### src/usb_phy_status_pkg.sv
/*
 * Shared constants of the status, serial line control and event flag
 * registers of the USB interface machine: offsets, field positions,
 * widths, reset values and the decoded line state codes.
 * Assumes nothing of its surroundings; usb_phy_status_flags, token_match and the bench import it.
 */
package usb_phy_status_pkg;

    // Register byte offsets on the 32-bit peripheral access path.
    localparam logic [7:0] OFS_SOFT_RESET     = 8'h00;
    localparam logic [7:0] OFS_DEVICE_ADDRESS = 8'h08;
    localparam logic [7:0] OFS_OTG_STATUS     = 8'h14;
    localparam logic [7:0] OFS_SERIAL_CTRL    = 8'h18;
    localparam logic [7:0] OFS_EVENT_FLAGS    = 8'h1c;
    localparam logic [7:0] OFS_STICKY_MASK    = 8'h20;

    // Field widths.
    localparam int OTG_W   = 6;
    localparam int SER_W   = 7;
    localparam int CTRL_W  = 4;
    localparam int FLAG_W  = 7;
    localparam int ADDR_W  = 7;

    // Serial line control field positions.
    localparam int BIT_RX_RCV      = 6;
    localparam int BIT_RX_DM       = 5;
    localparam int BIT_RX_DP       = 4;
    localparam int BIT_TX_SE0      = 3;
    localparam int BIT_TX_DATA     = 2;
    localparam int BIT_TX_ENABLE_N = 1;
    localparam int BIT_FSLS        = 0;

    // Event flag field positions.
    localparam int BIT_TOKEN_OK  = 6;
    localparam int BIT_SE0       = 5;
    localparam int BIT_K         = 4;
    localparam int BIT_J         = 3;
    localparam int BIT_CRC16_BAD = 2;
    localparam int BIT_RX_ACTIVE = 1;
    localparam int BIT_RX_ERROR  = 0;

    // Reset values.
    localparam logic [CTRL_W-1:0] SERIAL_CTRL_RESET = 4'h2;
    localparam logic [FLAG_W-1:0] FLAGS_RESET       = 7'h00;
    localparam logic [FLAG_W-1:0] STICKY_RESET      = 7'h00;
    localparam logic [ADDR_W-1:0] ADDRESS_RESET     = 7'h00;
    localparam logic [OTG_W-1:0]  OTG_RESET         = 6'h00;

    // Flags that follow a level instead of catching an event.
    localparam logic [FLAG_W-1:0] FOLLOW_MASK = 7'h03;

    // Decoded full-speed line state.
    typedef enum logic [1:0] {
        LS_SE0 = 2'b00,
        LS_J   = 2'b01,
        LS_K   = 2'b10,
        LS_SE1 = 2'b11
    } line_state_t;

endpackage : usb_phy_status_pkg

### src/event_flag_cell.sv
/*
 * One event flag with selectable stickiness. A sticky flag holds until a
 * one is written to it; a normal flag clears at each packet start or
 * follows its level input when FOLLOW is set.
 * Assumes event_in and pkt_start are synchronous to sys_clk.
 */
`timescale 1ns/1ps
`default_nettype none

module event_flag_cell #(
    parameter bit FOLLOW = 1'b0
) (
    input  wire logic sys_clk,
    input  wire logic rst,
    input  wire logic sticky,
    input  wire logic event_in,
    input  wire logic pkt_start,
    input  wire logic clear_wr,
    output var  logic flag
);

    logic next_flag;

    // Computes the next flag value; a new event always beats a clear.
    always_comb begin
        next_flag = flag;
        if (sticky) begin
            if (clear_wr) begin
                next_flag = 1'b0;
            end
            if (event_in) begin
                next_flag = 1'b1;
            end
        end else if (FOLLOW) begin
            next_flag = event_in;
        end else begin
            if (pkt_start || clear_wr) begin
                next_flag = 1'b0;
            end
            if (event_in) begin
                next_flag = 1'b1;
            end
        end
    end

    // Registers the flag.
    always_ff @(posedge sys_clk) begin
        if (rst) begin
            flag <= 1'b0;
        end else begin
            flag <= next_flag;
        end
    end

endmodule : event_flag_cell

`default_nettype wire

### src/token_match.sv
/*
 * Token qualifier: a decoded token counts only when its CRC5 and PID
 * checks pass and its address equals the programmed device address.
 * Assumes the decoder gives one strobe per token with its checks valid.
 */
`timescale 1ns/1ps
`default_nettype none

module token_match
    import usb_phy_status_pkg::*;
(
    input  wire logic              sys_clk,
    input  wire logic              rst,
    input  wire logic              token_valid,
    input  wire logic [ADDR_W-1:0] token_addr,
    input  wire logic              token_crc5_ok,
    input  wire logic              token_pid_ok,
    input  wire logic [ADDR_W-1:0] device_address,
    output var  logic              token_hit
);

    logic next_token_hit;

    // A token passes only with both checks good and the address equal.
    always_comb begin
        next_token_hit = token_valid && token_crc5_ok && token_pid_ok
                         && (token_addr == device_address);
    end

    // Registers the one-cycle hit pulse.
    always_ff @(posedge sys_clk) begin
        if (rst) begin
            token_hit <= 1'b0;
        end else begin
            token_hit <= next_token_hit;
        end
    end

endmodule : token_match

`default_nettype wire

### src/usb_phy_status_flags.sv
/*
 * Status, serial line control and event flag registers of the USB
 * interface machine, reached by 32-bit peripheral reads and writes.
 * Assumes all transceiver and decoder inputs are synchronous to sys_clk
 * and that a read or write strobe lasts one cycle.
 */
//
// Contract
// - OTG status bits 5..0 copy Bvalid, IDGND, HOSTDIS, VBUSVLD, SESSVLD, SESSEND.
// - Serial control bits 6, 5, 4 read differential, D-minus, D-plus receivers.
// - Serial bits 3, 2, 0 drive SE0 request, transmit data, speed select.
// - Serial bit 1 resets to one; it is the active-low transmit enable.
// - Flag 6 sets on a token with good CRC5, PID and matching address.
// - Flags 5, 4, 3 set on line state SE0, K and J.
// - Flag 2 sets when a data packet fails its CRC16 check.
// - Flag 1 follows receive-active, flag 0 follows receive-error.
// - Normal flags 6..2 clear at the next packet start; flags 1 and 0 follow later changes.
// - A stickiness mask one holds its flag until software writes one.
// - Tokens match a 7-bit device address register resetting to zero.
`timescale 1ns/1ps
`default_nettype none

module usb_phy_status_flags
    import usb_phy_status_pkg::*;
(
    input  wire logic              sys_clk,
    input  wire logic              rst,
    input  wire logic              reg_wr_en,
    input  wire logic              reg_rd_en,
    input  wire logic [7:0]        reg_addr,
    input  wire logic [31:0]       reg_wdata,
    output var  logic [31:0]       reg_rdata,
    output var  logic              reg_rd_valid,
    input  wire logic              bvalid,
    input  wire logic              id_gnd,
    input  wire logic              host_disconnect,
    input  wire logic              vbus_valid,
    input  wire logic              session_valid,
    input  wire logic              session_end,
    input  wire logic              rx_rcv,
    input  wire logic              rx_dm,
    input  wire logic              rx_dp,
    output var  logic              tx_se0,
    output var  logic              tx_data,
    output var  logic              tx_enable_n,
    output var  logic              fsls_serial,
    input  wire logic [1:0]        line_state,
    input  wire logic              packet_start,
    input  wire logic              token_valid,
    input  wire logic [ADDR_W-1:0] token_addr,
    input  wire logic              token_crc5_ok,
    input  wire logic              token_pid_ok,
    input  wire logic              crc16_fail,
    input  wire logic              rx_active,
    input  wire logic              rx_error
);

    ////////////////////////////////////////////////////////////////////////
    // Declarations.

    logic                soft_rst;
    logic                next_soft_rst;
    logic                state_rst;
    logic [OTG_W-1:0]    otg_status;
    logic [OTG_W-1:0]    next_otg_status;
    logic [2:0]          rx_lines;
    logic [2:0]          next_rx_lines;
    logic [CTRL_W-1:0]   serial_ctrl;
    logic [CTRL_W-1:0]   next_serial_ctrl;
    logic [ADDR_W-1:0]   device_address;
    logic [ADDR_W-1:0]   next_device_address;
    logic [FLAG_W-1:0]   flag_stickiness_select;
    logic [FLAG_W-1:0]   next_flag_stickiness_select;
    logic [FLAG_W-1:0]   event_flags;
    logic [FLAG_W-1:0]   event_in;
    logic [FLAG_W-1:0]   clear_vec;
    logic                token_hit;
    logic [31:0]         next_reg_rdata;
    logic                wr_hit_flags;

    ////////////////////////////////////////////////////////////////////////
    // Interface reset: any write to the reset register clears all state but the read
    // data and valid flops for one cycle; the transmit controls return to their reset values.

    always_comb begin
        next_soft_rst = reg_wr_en && (reg_addr == OFS_SOFT_RESET);
    end

    always_ff @(posedge sys_clk) begin
        if (rst) begin
            soft_rst <= 1'b0;
        end else begin
            soft_rst <= next_soft_rst;
        end
    end

    assign state_rst = rst || soft_rst;

    ////////////////////////////////////////////////////////////////////////
    // Status copies of the transceiver's session and receiver lines.

    // Samples the inputs every cycle so software reads a settled copy.
    always_comb begin
        next_otg_status = {bvalid, id_gnd, host_disconnect,
                           vbus_valid, session_valid, session_end};
        next_rx_lines   = {rx_rcv, rx_dm, rx_dp};
    end

    always_ff @(posedge sys_clk) begin
        if (state_rst) begin
            otg_status <= OTG_RESET;
            rx_lines   <= 3'h0;
        end else begin
            otg_status <= next_otg_status;
            rx_lines   <= next_rx_lines;
        end
    end

    ////////////////////////////////////////////////////////////////////////
    // Writable registers: serial control, device address, stickiness.

    // Only the documented writable fields take write data.
    always_comb begin
        next_serial_ctrl            = serial_ctrl;
        next_device_address         = device_address;
        next_flag_stickiness_select = flag_stickiness_select;
        if (reg_wr_en) begin
            case (reg_addr)
                OFS_SERIAL_CTRL: begin
                    next_serial_ctrl = reg_wdata[CTRL_W-1:0];
                end
                OFS_DEVICE_ADDRESS: begin
                    next_device_address = reg_wdata[ADDR_W-1:0];
                end
                OFS_STICKY_MASK: begin
                    next_flag_stickiness_select = reg_wdata[FLAG_W-1:0];
                end
                default: begin
                    next_serial_ctrl = serial_ctrl;
                end
            endcase
        end
    end

    always_ff @(posedge sys_clk) begin
        if (state_rst) begin
            serial_ctrl            <= SERIAL_CTRL_RESET;
            device_address         <= ADDRESS_RESET;
            flag_stickiness_select <= STICKY_RESET;
        end else begin
            serial_ctrl            <= next_serial_ctrl;
            device_address         <= next_device_address;
            flag_stickiness_select <= next_flag_stickiness_select;
        end
    end

    // Transmit controls come straight from the register flops.
    assign tx_se0      = serial_ctrl[BIT_TX_SE0];
    assign tx_data     = serial_ctrl[BIT_TX_DATA];
    assign tx_enable_n = serial_ctrl[BIT_TX_ENABLE_N];
    assign fsls_serial = serial_ctrl[BIT_FSLS];

    ////////////////////////////////////////////////////////////////////////
    // Event sources and flags.

    token_match u_token_match (
        .sys_clk        (sys_clk),
        .rst            (state_rst),
        .token_valid    (token_valid),
        .token_addr     (token_addr),
        .token_crc5_ok  (token_crc5_ok),
        .token_pid_ok   (token_pid_ok),
        .device_address (device_address),
        .token_hit      (token_hit)
    );

    // Maps each monitored condition onto its flag position.
    always_comb begin
        event_in                = '0;
        event_in[BIT_TOKEN_OK]  = token_hit;
        event_in[BIT_SE0]       = (line_state == LS_SE0);
        event_in[BIT_K]         = (line_state == LS_K);
        event_in[BIT_J]         = (line_state == LS_J);
        event_in[BIT_CRC16_BAD] = crc16_fail;
        event_in[BIT_RX_ACTIVE] = rx_active;
        event_in[BIT_RX_ERROR]  = rx_error;
    end

    // Write-one-to-clear; a zero bit leaves its flag alone.
    assign wr_hit_flags = reg_wr_en && (reg_addr == OFS_EVENT_FLAGS);
    assign clear_vec    = wr_hit_flags ? reg_wdata[FLAG_W-1:0] : '0;

    // One cell per flag; the stickiness bit picks its behaviour.
    for (genvar i = 0; i < FLAG_W; i++) begin : g_flag
        event_flag_cell #(
            .FOLLOW (FOLLOW_MASK[i])
        ) u_cell (
            .sys_clk   (sys_clk),
            .rst       (state_rst),
            .sticky    (flag_stickiness_select[i]),
            .event_in  (event_in[i]),
            .pkt_start (packet_start),
            .clear_wr  (clear_vec[i]),
            .flag      (event_flags[i])
        );
    end

    ////////////////////////////////////////////////////////////////////////
    // Read path: data one cycle after the strobe, unmapped reads zero.

    always_comb begin
        next_reg_rdata = 32'h0000_0000;
        if (reg_rd_en) begin
            case (reg_addr)
                OFS_DEVICE_ADDRESS: begin
                    next_reg_rdata[ADDR_W-1:0] = device_address;
                end
                OFS_OTG_STATUS: begin
                    next_reg_rdata[OTG_W-1:0] = otg_status;
                end
                OFS_SERIAL_CTRL: begin
                    next_reg_rdata[SER_W-1:0] = {rx_lines,
                                                 serial_ctrl};
                end
                OFS_EVENT_FLAGS: begin
                    next_reg_rdata[FLAG_W-1:0] = event_flags;
                end
                OFS_STICKY_MASK: begin
                    next_reg_rdata[FLAG_W-1:0] = flag_stickiness_select;
                end
                default: begin
                    next_reg_rdata = 32'h0000_0000;
                end
            endcase
        end
    end

    always_ff @(posedge sys_clk) begin
        if (rst) begin
            reg_rdata    <= 32'h0000_0000;
            reg_rd_valid <= 1'b0;
        end else begin
            reg_rdata    <= next_reg_rdata;
            reg_rd_valid <= reg_rd_en;
        end
    end
endmodule : usb_phy_status_flags

`default_nettype wire

### config.mk
export PLATFORM = sky130hd
export DESIGN_NAME = usb_phy_status_flags
export DESIGN_NICKNAME = d
export VERILOG_FILES = /design/src/usb_phy_status_pkg.sv /design/src/event_flag_cell.sv /design/src/token_match.sv /design/src/usb_phy_status_flags.sv
export SDC_FILE = /design/constraint.sdc
export NUM_CORES = 1
export LEC_CHECK = 0
export ABC_AREA = 1
export BUFFER_PORTS_ARGS = -buffer_cell sky130_fd_sc_hd__buf_2
export CORE_ASPECT_RATIO = 0.6
export CORE_MARGIN = 4
export CORE_UTILIZATION = 45
export DETAILED_ROUTE_END_ITERATION = 16
export PLACE_DENSITY = 0.78
export SLEW_MARGIN = 25
export SYNTH_ARGS = -nofsm -noshare
export SYNTH_HDL_FRONTEND = slang
export SYNTH_SLANG_ARGS = --single-unit
export TNS_END_PERCENT = 20
### constraint.sdc
create_clock -name sys_clk -period 1.6 [get_ports sys_clk]
set_clock_uncertainty 0.1 [all_clocks]
set_input_delay 0 -clock sys_clk [delete_from_list [all_inputs] [get_ports sys_clk]]
set_output_delay 0 -clock sys_clk [all_outputs]
set_load 0.02 [all_outputs]
==> impl_metrics.toml, run 1 <==
[run_status]
status = "finished clean"

[sta]
fmax_mhz = 667.3
slew_headroom_pct = 65.39
grt_setup_unrepaired = "no"
setup_viol = 0
fin_crit_ns = 1.498
hold_violations = 0
fin_crit_sh_pct = 93.65
drv_slew = 0
tightest_slew_ns = 0.5173
hold_ws_ns = 0.01627
setup_tns_ns = 0

[setup_path]
cp.arrival_ns = 1.63
worstRegToRegCells = 6
critPathCapture = "u_token_match.token_hit$_SDFF_PP0_"
cpPeakStageDelay_ns = 0.56
cp_slowest_cell = "dlygate4sd3_1"
endpoint_kind = "register"
startpoint_type = "register"
required_ns = 1.74
crit_type = "register to register"
worstSetupStartpoint = "device_address[1]$_SDFFE_PP0P_"
r2r-end = "u_token_match.token_hit$_SDFF_PP0_"
r2r-start = "device_address[1]$_SDFFE_PP0P_"
rrSetupSlack_ns = 0.10
critPathMaxFanout = 3
cp_cell_sequence = "inv_1 -> o21ai_0 -> a21oi_1 -> dlygate4sd3_1 -> nand4_1 -> nor2_1"

[layout]
final_cell_mix = "nand2_1, buf_2, dfxtp_1, nor2_1"
final-instance-count-excl-fill = 475
layout_commonest_cell = "nand2_1"
final_util_pct = 63.81
syn2layout_area_growth_pct = 34.47
diodes = 0
drive_above_1_share_pct = 21.84
final_nets = 481

[logic_synthesis]
syn_avg_cell_area_sq_um = 7.005
yosys_warnings = 0
ys_seq_area_share_pct = 40.05
yosysTopAreaCell = "dfxtp_1"
synth-main-ff-cell = "dfxtp_1"
synth_cells = 314
ys_async_sr_fraction_pct = 0
synth_seq_cells = 44
ys_types = 28
synth_edf_count = 0
ys_top_cells_by_area = "dfxtp_1, nand2_1, buf_4"
syn_area_sq_um = 2200
netlist.area_leader.share_pct = 40.05

[grt]
first_global_vias = 2080
grt_first_pass_wirelength_mm = 9.673
grt_max_degree = 14
overflow = 0
track_usage_pct = 19.81
antenna_found_initial = 0

[clocking]
cts_tree = "done"
cts_root_buf = "clkbuf_8"
cts_max_level = 2
path_clk_slew_ns = 0.08
cts.sinks = 44
clockBufferDepth = 2
insertion_delay_ns = 0.30
numCtsBuffers = 5

[pwr]
p_sw_share_pct = 22.62
internal_power_uw = 1861
clkPwrFrac_pct = 40.8
power_density_nw_per_um2 = 813.0
p_seq_share_pct = 46.8
total_power_uw = 2405
p_sw_uw = 544.0
p_comb_share_pct = 12.5
vdd_drop_max_mv = 0.4018
p_leak_uw = 0.001395

[hold_path]
whs_path_depth = 4
hp-class = "input pin to register"

[floorplan]
die_area_sq_um = 6107
rows = 19
fp.dieH_um = 62.16
boundaryPins = 106
start_util_pct = 47.45
coreArea_sq_um = 4636
die_w_um = 98.26

[route]
drc = 0
first_iter_violations = 111
via_per_inst = 4.766
antenna_left = 0
vias = 2264
wl_per_cell_um = 12.81
first_pass_iters = 5
wl_mm = 6.087

[placement]
dp_hpwl_mm = 4.390
place.gp.congestion = 0.9185
placed_cells = 430
port_buffers = 55

[run]
max_cap_viol_count = 0
[power groups by stage]
| stage | Clock, uW | Sequential (uW) | Combinational [uW] |
|---|---|---|---|
| 6_report | 980 | 1120 | 299 |
| 5_1_grt | 1040 | 1130 | 330 |
| 4_1_cts | 994 | 1120 | 292 |
| 3_5_place_dp | 0 | 1150 | 227 |
| 3_3_place_gp | 0 | 1150 | 223 |
| 2_1_floorplan | 0 | 1150 | 180 |
[cells by family (layout without fill, tap and decap cells)]
group | Yosys count | in the layout | share of synthesized area (%)
buffers and inverters | 71 | 145 | 17.29
XOR/XNOR | 3 | 3 | 1.195
AO/OA/AOI/OAI | 48 | 48 | 11.66
flip-flops | 44 | 44 | 40.05
AND/OR/NAND/NOR | 147 | 147 | 29.64
other | 1 | 25 | 0.1705
[sequential cells by signal, indices dropped and copies added (netlist names)]
signal and flops:
g_flag.u_cell.flag 7, serial_ctrl 4, reg_rdata 7, rx_lines 3
reg_rd_valid 1, flag_stickiness_select 7, u_token_match.token_hit 1, soft_rst 1
otg_status 6, device_address 7
[metal layers]
metal	vias up	part of all wire [%]	wire length, um	track usage (%)
met3	14	11	659	5.145
met2	116	44	2686	30.85
met5	-	0	0	0
li1	1116	-	-	-
met1	1018	43	2608	26.73
met4	0	2.2	132	6.644
[worst min-delay path by stage]
stage | startpoint | end
after floorplan | rst | soft_rst$_SDFF_PP0_
after global routing | reg_wr_en | serial_ctrl[1]$_SDFFE_PP1P_
after detailed placement | rst | soft_rst$_SDFF_PP0_
after CTS | reg_wr_en | serial_ctrl[1]$_SDFFE_PP1P_
after global placement | rst | soft_rst$_SDFF_PP0_
final | reg_wr_en | serial_ctrl[1]$_SDFFE_PP1P_
[cells in the mapped netlist (2+ instances only)]
cell type  count
buf_4         26
o21ai_1        6
nor2_2         3
inv_1         37
nand3_1       20
inv_2          2
nand2_1       67
xnor2_1        2
nor2_4         5
nor2_1        42
a21oi_1       26
dfxtp_1       44
o21ai_0       10
nand2_2        5
buf_6          2
a21boi_0       3
clkbuf_1       3
[critical path: cells and delay by family (launching register included)]
family	cells	cell delay, ns
buffers and inverters	2	0.68
AO/OA/AOI/OAI	2	0.19
AND/OR/NAND/NOR	2	0.16
flip-flops	1	0.32
[layout make-up]
cell class              count  area, sq um
fillers                   422         1678
multi-input cells         223         1028
flip-flops and latches     44        882.1
repair buffers             98        688.2
inverters                  40        151.4
well taps                  63        78.83
clock buffers               5        68.82
clock inverters             2        60.06
[per-stage QoR]
stage	setup WS (ns)	area, sq um
detailed placement	0.2248	2452
CTS	0.06460	2942
global placement	0.2284	2452
floorplan	0.4635	2290
finish	0.1015	2958
global route	0.001214	2958
[repair_timing]
| item | in CTS | in global routing |
|---|---|---|
| setup buffers | 0 | 2 |
| gates resized for setup | 0 | 2 |
| endpoints found under the hold margin | 43 | 0 |
| hold buffers | 36 | 0 |
| endpoints found under the setup margin | 0 | 3 |
Power figures use the tool's default switching activity.
==> run 2, diff against run 1 <==
--- a/config.mk
+++ b/config.mk
@@ -9,9 +9,9 @@
 export BUFFER_PORTS_ARGS = -buffer_cell sky130_fd_sc_hd__buf_2
 export CORE_ASPECT_RATIO = 0.6
 export CORE_MARGIN = 4
-export CORE_UTILIZATION = 45
+export CORE_UTILIZATION = 42
 export DETAILED_ROUTE_END_ITERATION = 16
-export PLACE_DENSITY = 0.78
+export PLACE_DENSITY = 0.77
 export SLEW_MARGIN = 25
 export SYNTH_ARGS = -nofsm -noshare
 export SYNTH_HDL_FRONTEND = slang
==> constraint.sdc (replaced) <==
create_clock -name sys_clk -period 1.3 [get_ports sys_clk]
set_clock_uncertainty 0.1 [all_clocks]
set_input_delay 0 -clock sys_clk [delete_from_list [all_inputs] [get_ports sys_clk]]
set_output_delay 0 -clock sys_clk [all_outputs]
set_load 0.02 [all_outputs]
==> run 2 against run 1 <==
  * The run now ends with negative hold slack left
  * Cell area decreased by 0.55%
  * Critical path type is now input pin to register
  * Register-to-register slack about the same
  * First-iteration DRC count increased by 8.1%
  * Sequential share of layout area grew 0.12 points
  * Largest cell class unchanged
==> impl_metrics.toml, run 2 (synthesized netlist as in run 1, its figures left out) <==
[run_status]
status = "finished with violations"
failed_checks = "negative hold slack"

[clocking]
cts_max_level = 2
cts_tree = "done"
numCtsBuffers = 5
insertion_delay_ns = 0.30
path_clk_slew_ns = 0.08
clockBufferDepth = 2
cts_root_buf = "clkbuf_8"
cts.sinks = 44

[layout]
final_nets = 483
layout_commonest_cell = "nand2_1"
syn2layout_area_growth_pct = 33.73
final_cell_mix = "nand2_1, buf_2, dfxtp_1, nor2_1, inv_1"
diodes = 0
fillers = 497
drive_above_1_share_pct = 21.93

[sta]
drv_slew = 0
timing.final.ws_setup_ns = 0.01647
grt_setup_unrepaired = "yes"
fin_crit_ns = 1.284
setup_viol = 0
hold_violations = 2
hold_ws_ns = -0.001444
fmax_mhz = 779.1
fin_crit_sh_pct = 98.73

[floorplan]
start_util_pct = 43.51
boundaryPins = 106
die_area_sq_um = 6497
coreArea_sq_um = 5055
rows = 20
fp.dieH_um = 64.06
die_w_um = 101.4

[setup_path]
cpPeakStageDelay_ns = 0.54
r2r-start = "soft_rst$_SDFF_PP0_"
cp_common_cell = "dlygate4sd3_1"
worstSetupStartpoint = "line_state[1]"
cp_slowest_cell = "dlygate4sd3_1"
endpoint_kind = "register"
required_ns = 1.43
startpoint_type = "input pin"
critPathMaxFanout = 2
cp_cell_sequence = "dlygate4sd3_1 -> buf_2 -> inv_1 -> nand2_1 -> dlygate4sd3_1 -> a21oi_1"
path_delay_family = "buffers and inverters"
crit_type = "input pin to register"
cp.arrival_ns = 1.42
critPathBufInv = 4

[pwr]
vdd_drop_max_mv = 0.3770
power_density_nw_per_um2 = 899.3
p_leak_uw = 0.001385

[grt]
track_usage_pct = 19.77
grt_first_pass_wirelength_mm = 9.860
overflow = 0
first_global_vias = 2113
antenna_found_initial = 0
grt_max_degree = 17

[route]
via_per_inst = 4.559
antenna_left = 0
wl_mm = 5.965
wl_per_cell_um = 12.40
vias = 2193
route.met2.wl_mm = 2.580
drt-met1-wl_mm = 2.685
first_iter_violations = 120
top_layer_used = "met4"
dr_wl_met3_um = 611
drc = 0
first_pass_iters = 4

[placement]
dp_hpwl_mm = 4.504
dp_slack_ns = -0.03290
place.gp.congestion = 0.9691
port_buffers = 55

[hold_path]
hp-class = "input pin to register"
min_from = "rst"

[run]
max_cap_viol_count = 0
[run 2: changes by cell type in the layout (fill, tap and decap cells not counted)]
cell       change
buf_4          +2
bufinv_16      -2
clkbuf_8       +1
clkinv_2       +2
dfxtp_1        +1
dfxtp_2        -1
inv_1          +1
inv_2          -2
inv_4          +1
o21ai_0        -4
o21ai_1        +4
[run 2: area by class of cell]
class                           instances  area (sq um)  share of cell area, %
Inverter                               40         153.9                  5.232
Multi-Input combinational cell        223          1028                  34.96
Sequential cell                        44         880.8                  29.94
Tap cell                               66         82.58                  2.807
Timing Repair Buffer                  100         703.2                  23.90
Clock buffer                            6         82.58                  2.807
Clock inverter                          2         10.01                 0.3403
[run 2: worst min-delay path, delay by kind of cell]
kind / cells / cell delay (ns)
buf+inv: 2 / 0.14
simple gates: 2 / 0.23
[run 2: where the power goes]
part	switching (uW)	total (uW)	internal (uW)
Combinational	210	373	163
Clock	464	888	424
Sequential	9.61	1380	1370
Total	683	2650	1960
[run 2: worst paths after layout]
| check | endpoint | slack, ns | cells after the start |
|---|---|---|---|
| setup / recovery | g_flag[3].u_cell.flag$_SDFFE_PP0P_ | 0.02 | 6 |
| hold / removal | reg_rdata[4]$_SDFF_PP0_ | -0.001 | 4 |
| setup reg to reg | flag_stickiness_select[6]$_SDFFE_PP0P_ | 0.10 | 4 |
| hold reg to reg | g_flag[6].u_cell.flag$_SDFFE_PP0P_ | 0.34 | 2 |
[run 2: per-stage QoR]
stage	cell area [sq um]	utilization, %	instances	total power (uW)	setup TNS [ns]
finish	2942	58.19	481	2646	0
global route	2942	58.19	481	2773	-0.03710
CTS	2939	58.14	481	2655	0
detailed placement	2486	49.18	437	1701	-0.04073
global placement	2486	49.18	437	1695	0
floorplan	2290	-	338	1638	0
[run 2: metal layers]
metal	GRT usage (%)	up-vias
li1	-	1129
met1	25.33	976
met2	30.86	79
met3	6.979	9
met4	6.633	0
met5	0	-
[run 2: repair_timing]
action / in CTS / in global routing
setup endpoints to repair: 0 / 7
buffers inserted: 0 / 0
resized for setup: 0 / 5
hold buffers: 36 / 0
hold endpoints to repair: 43 / 0
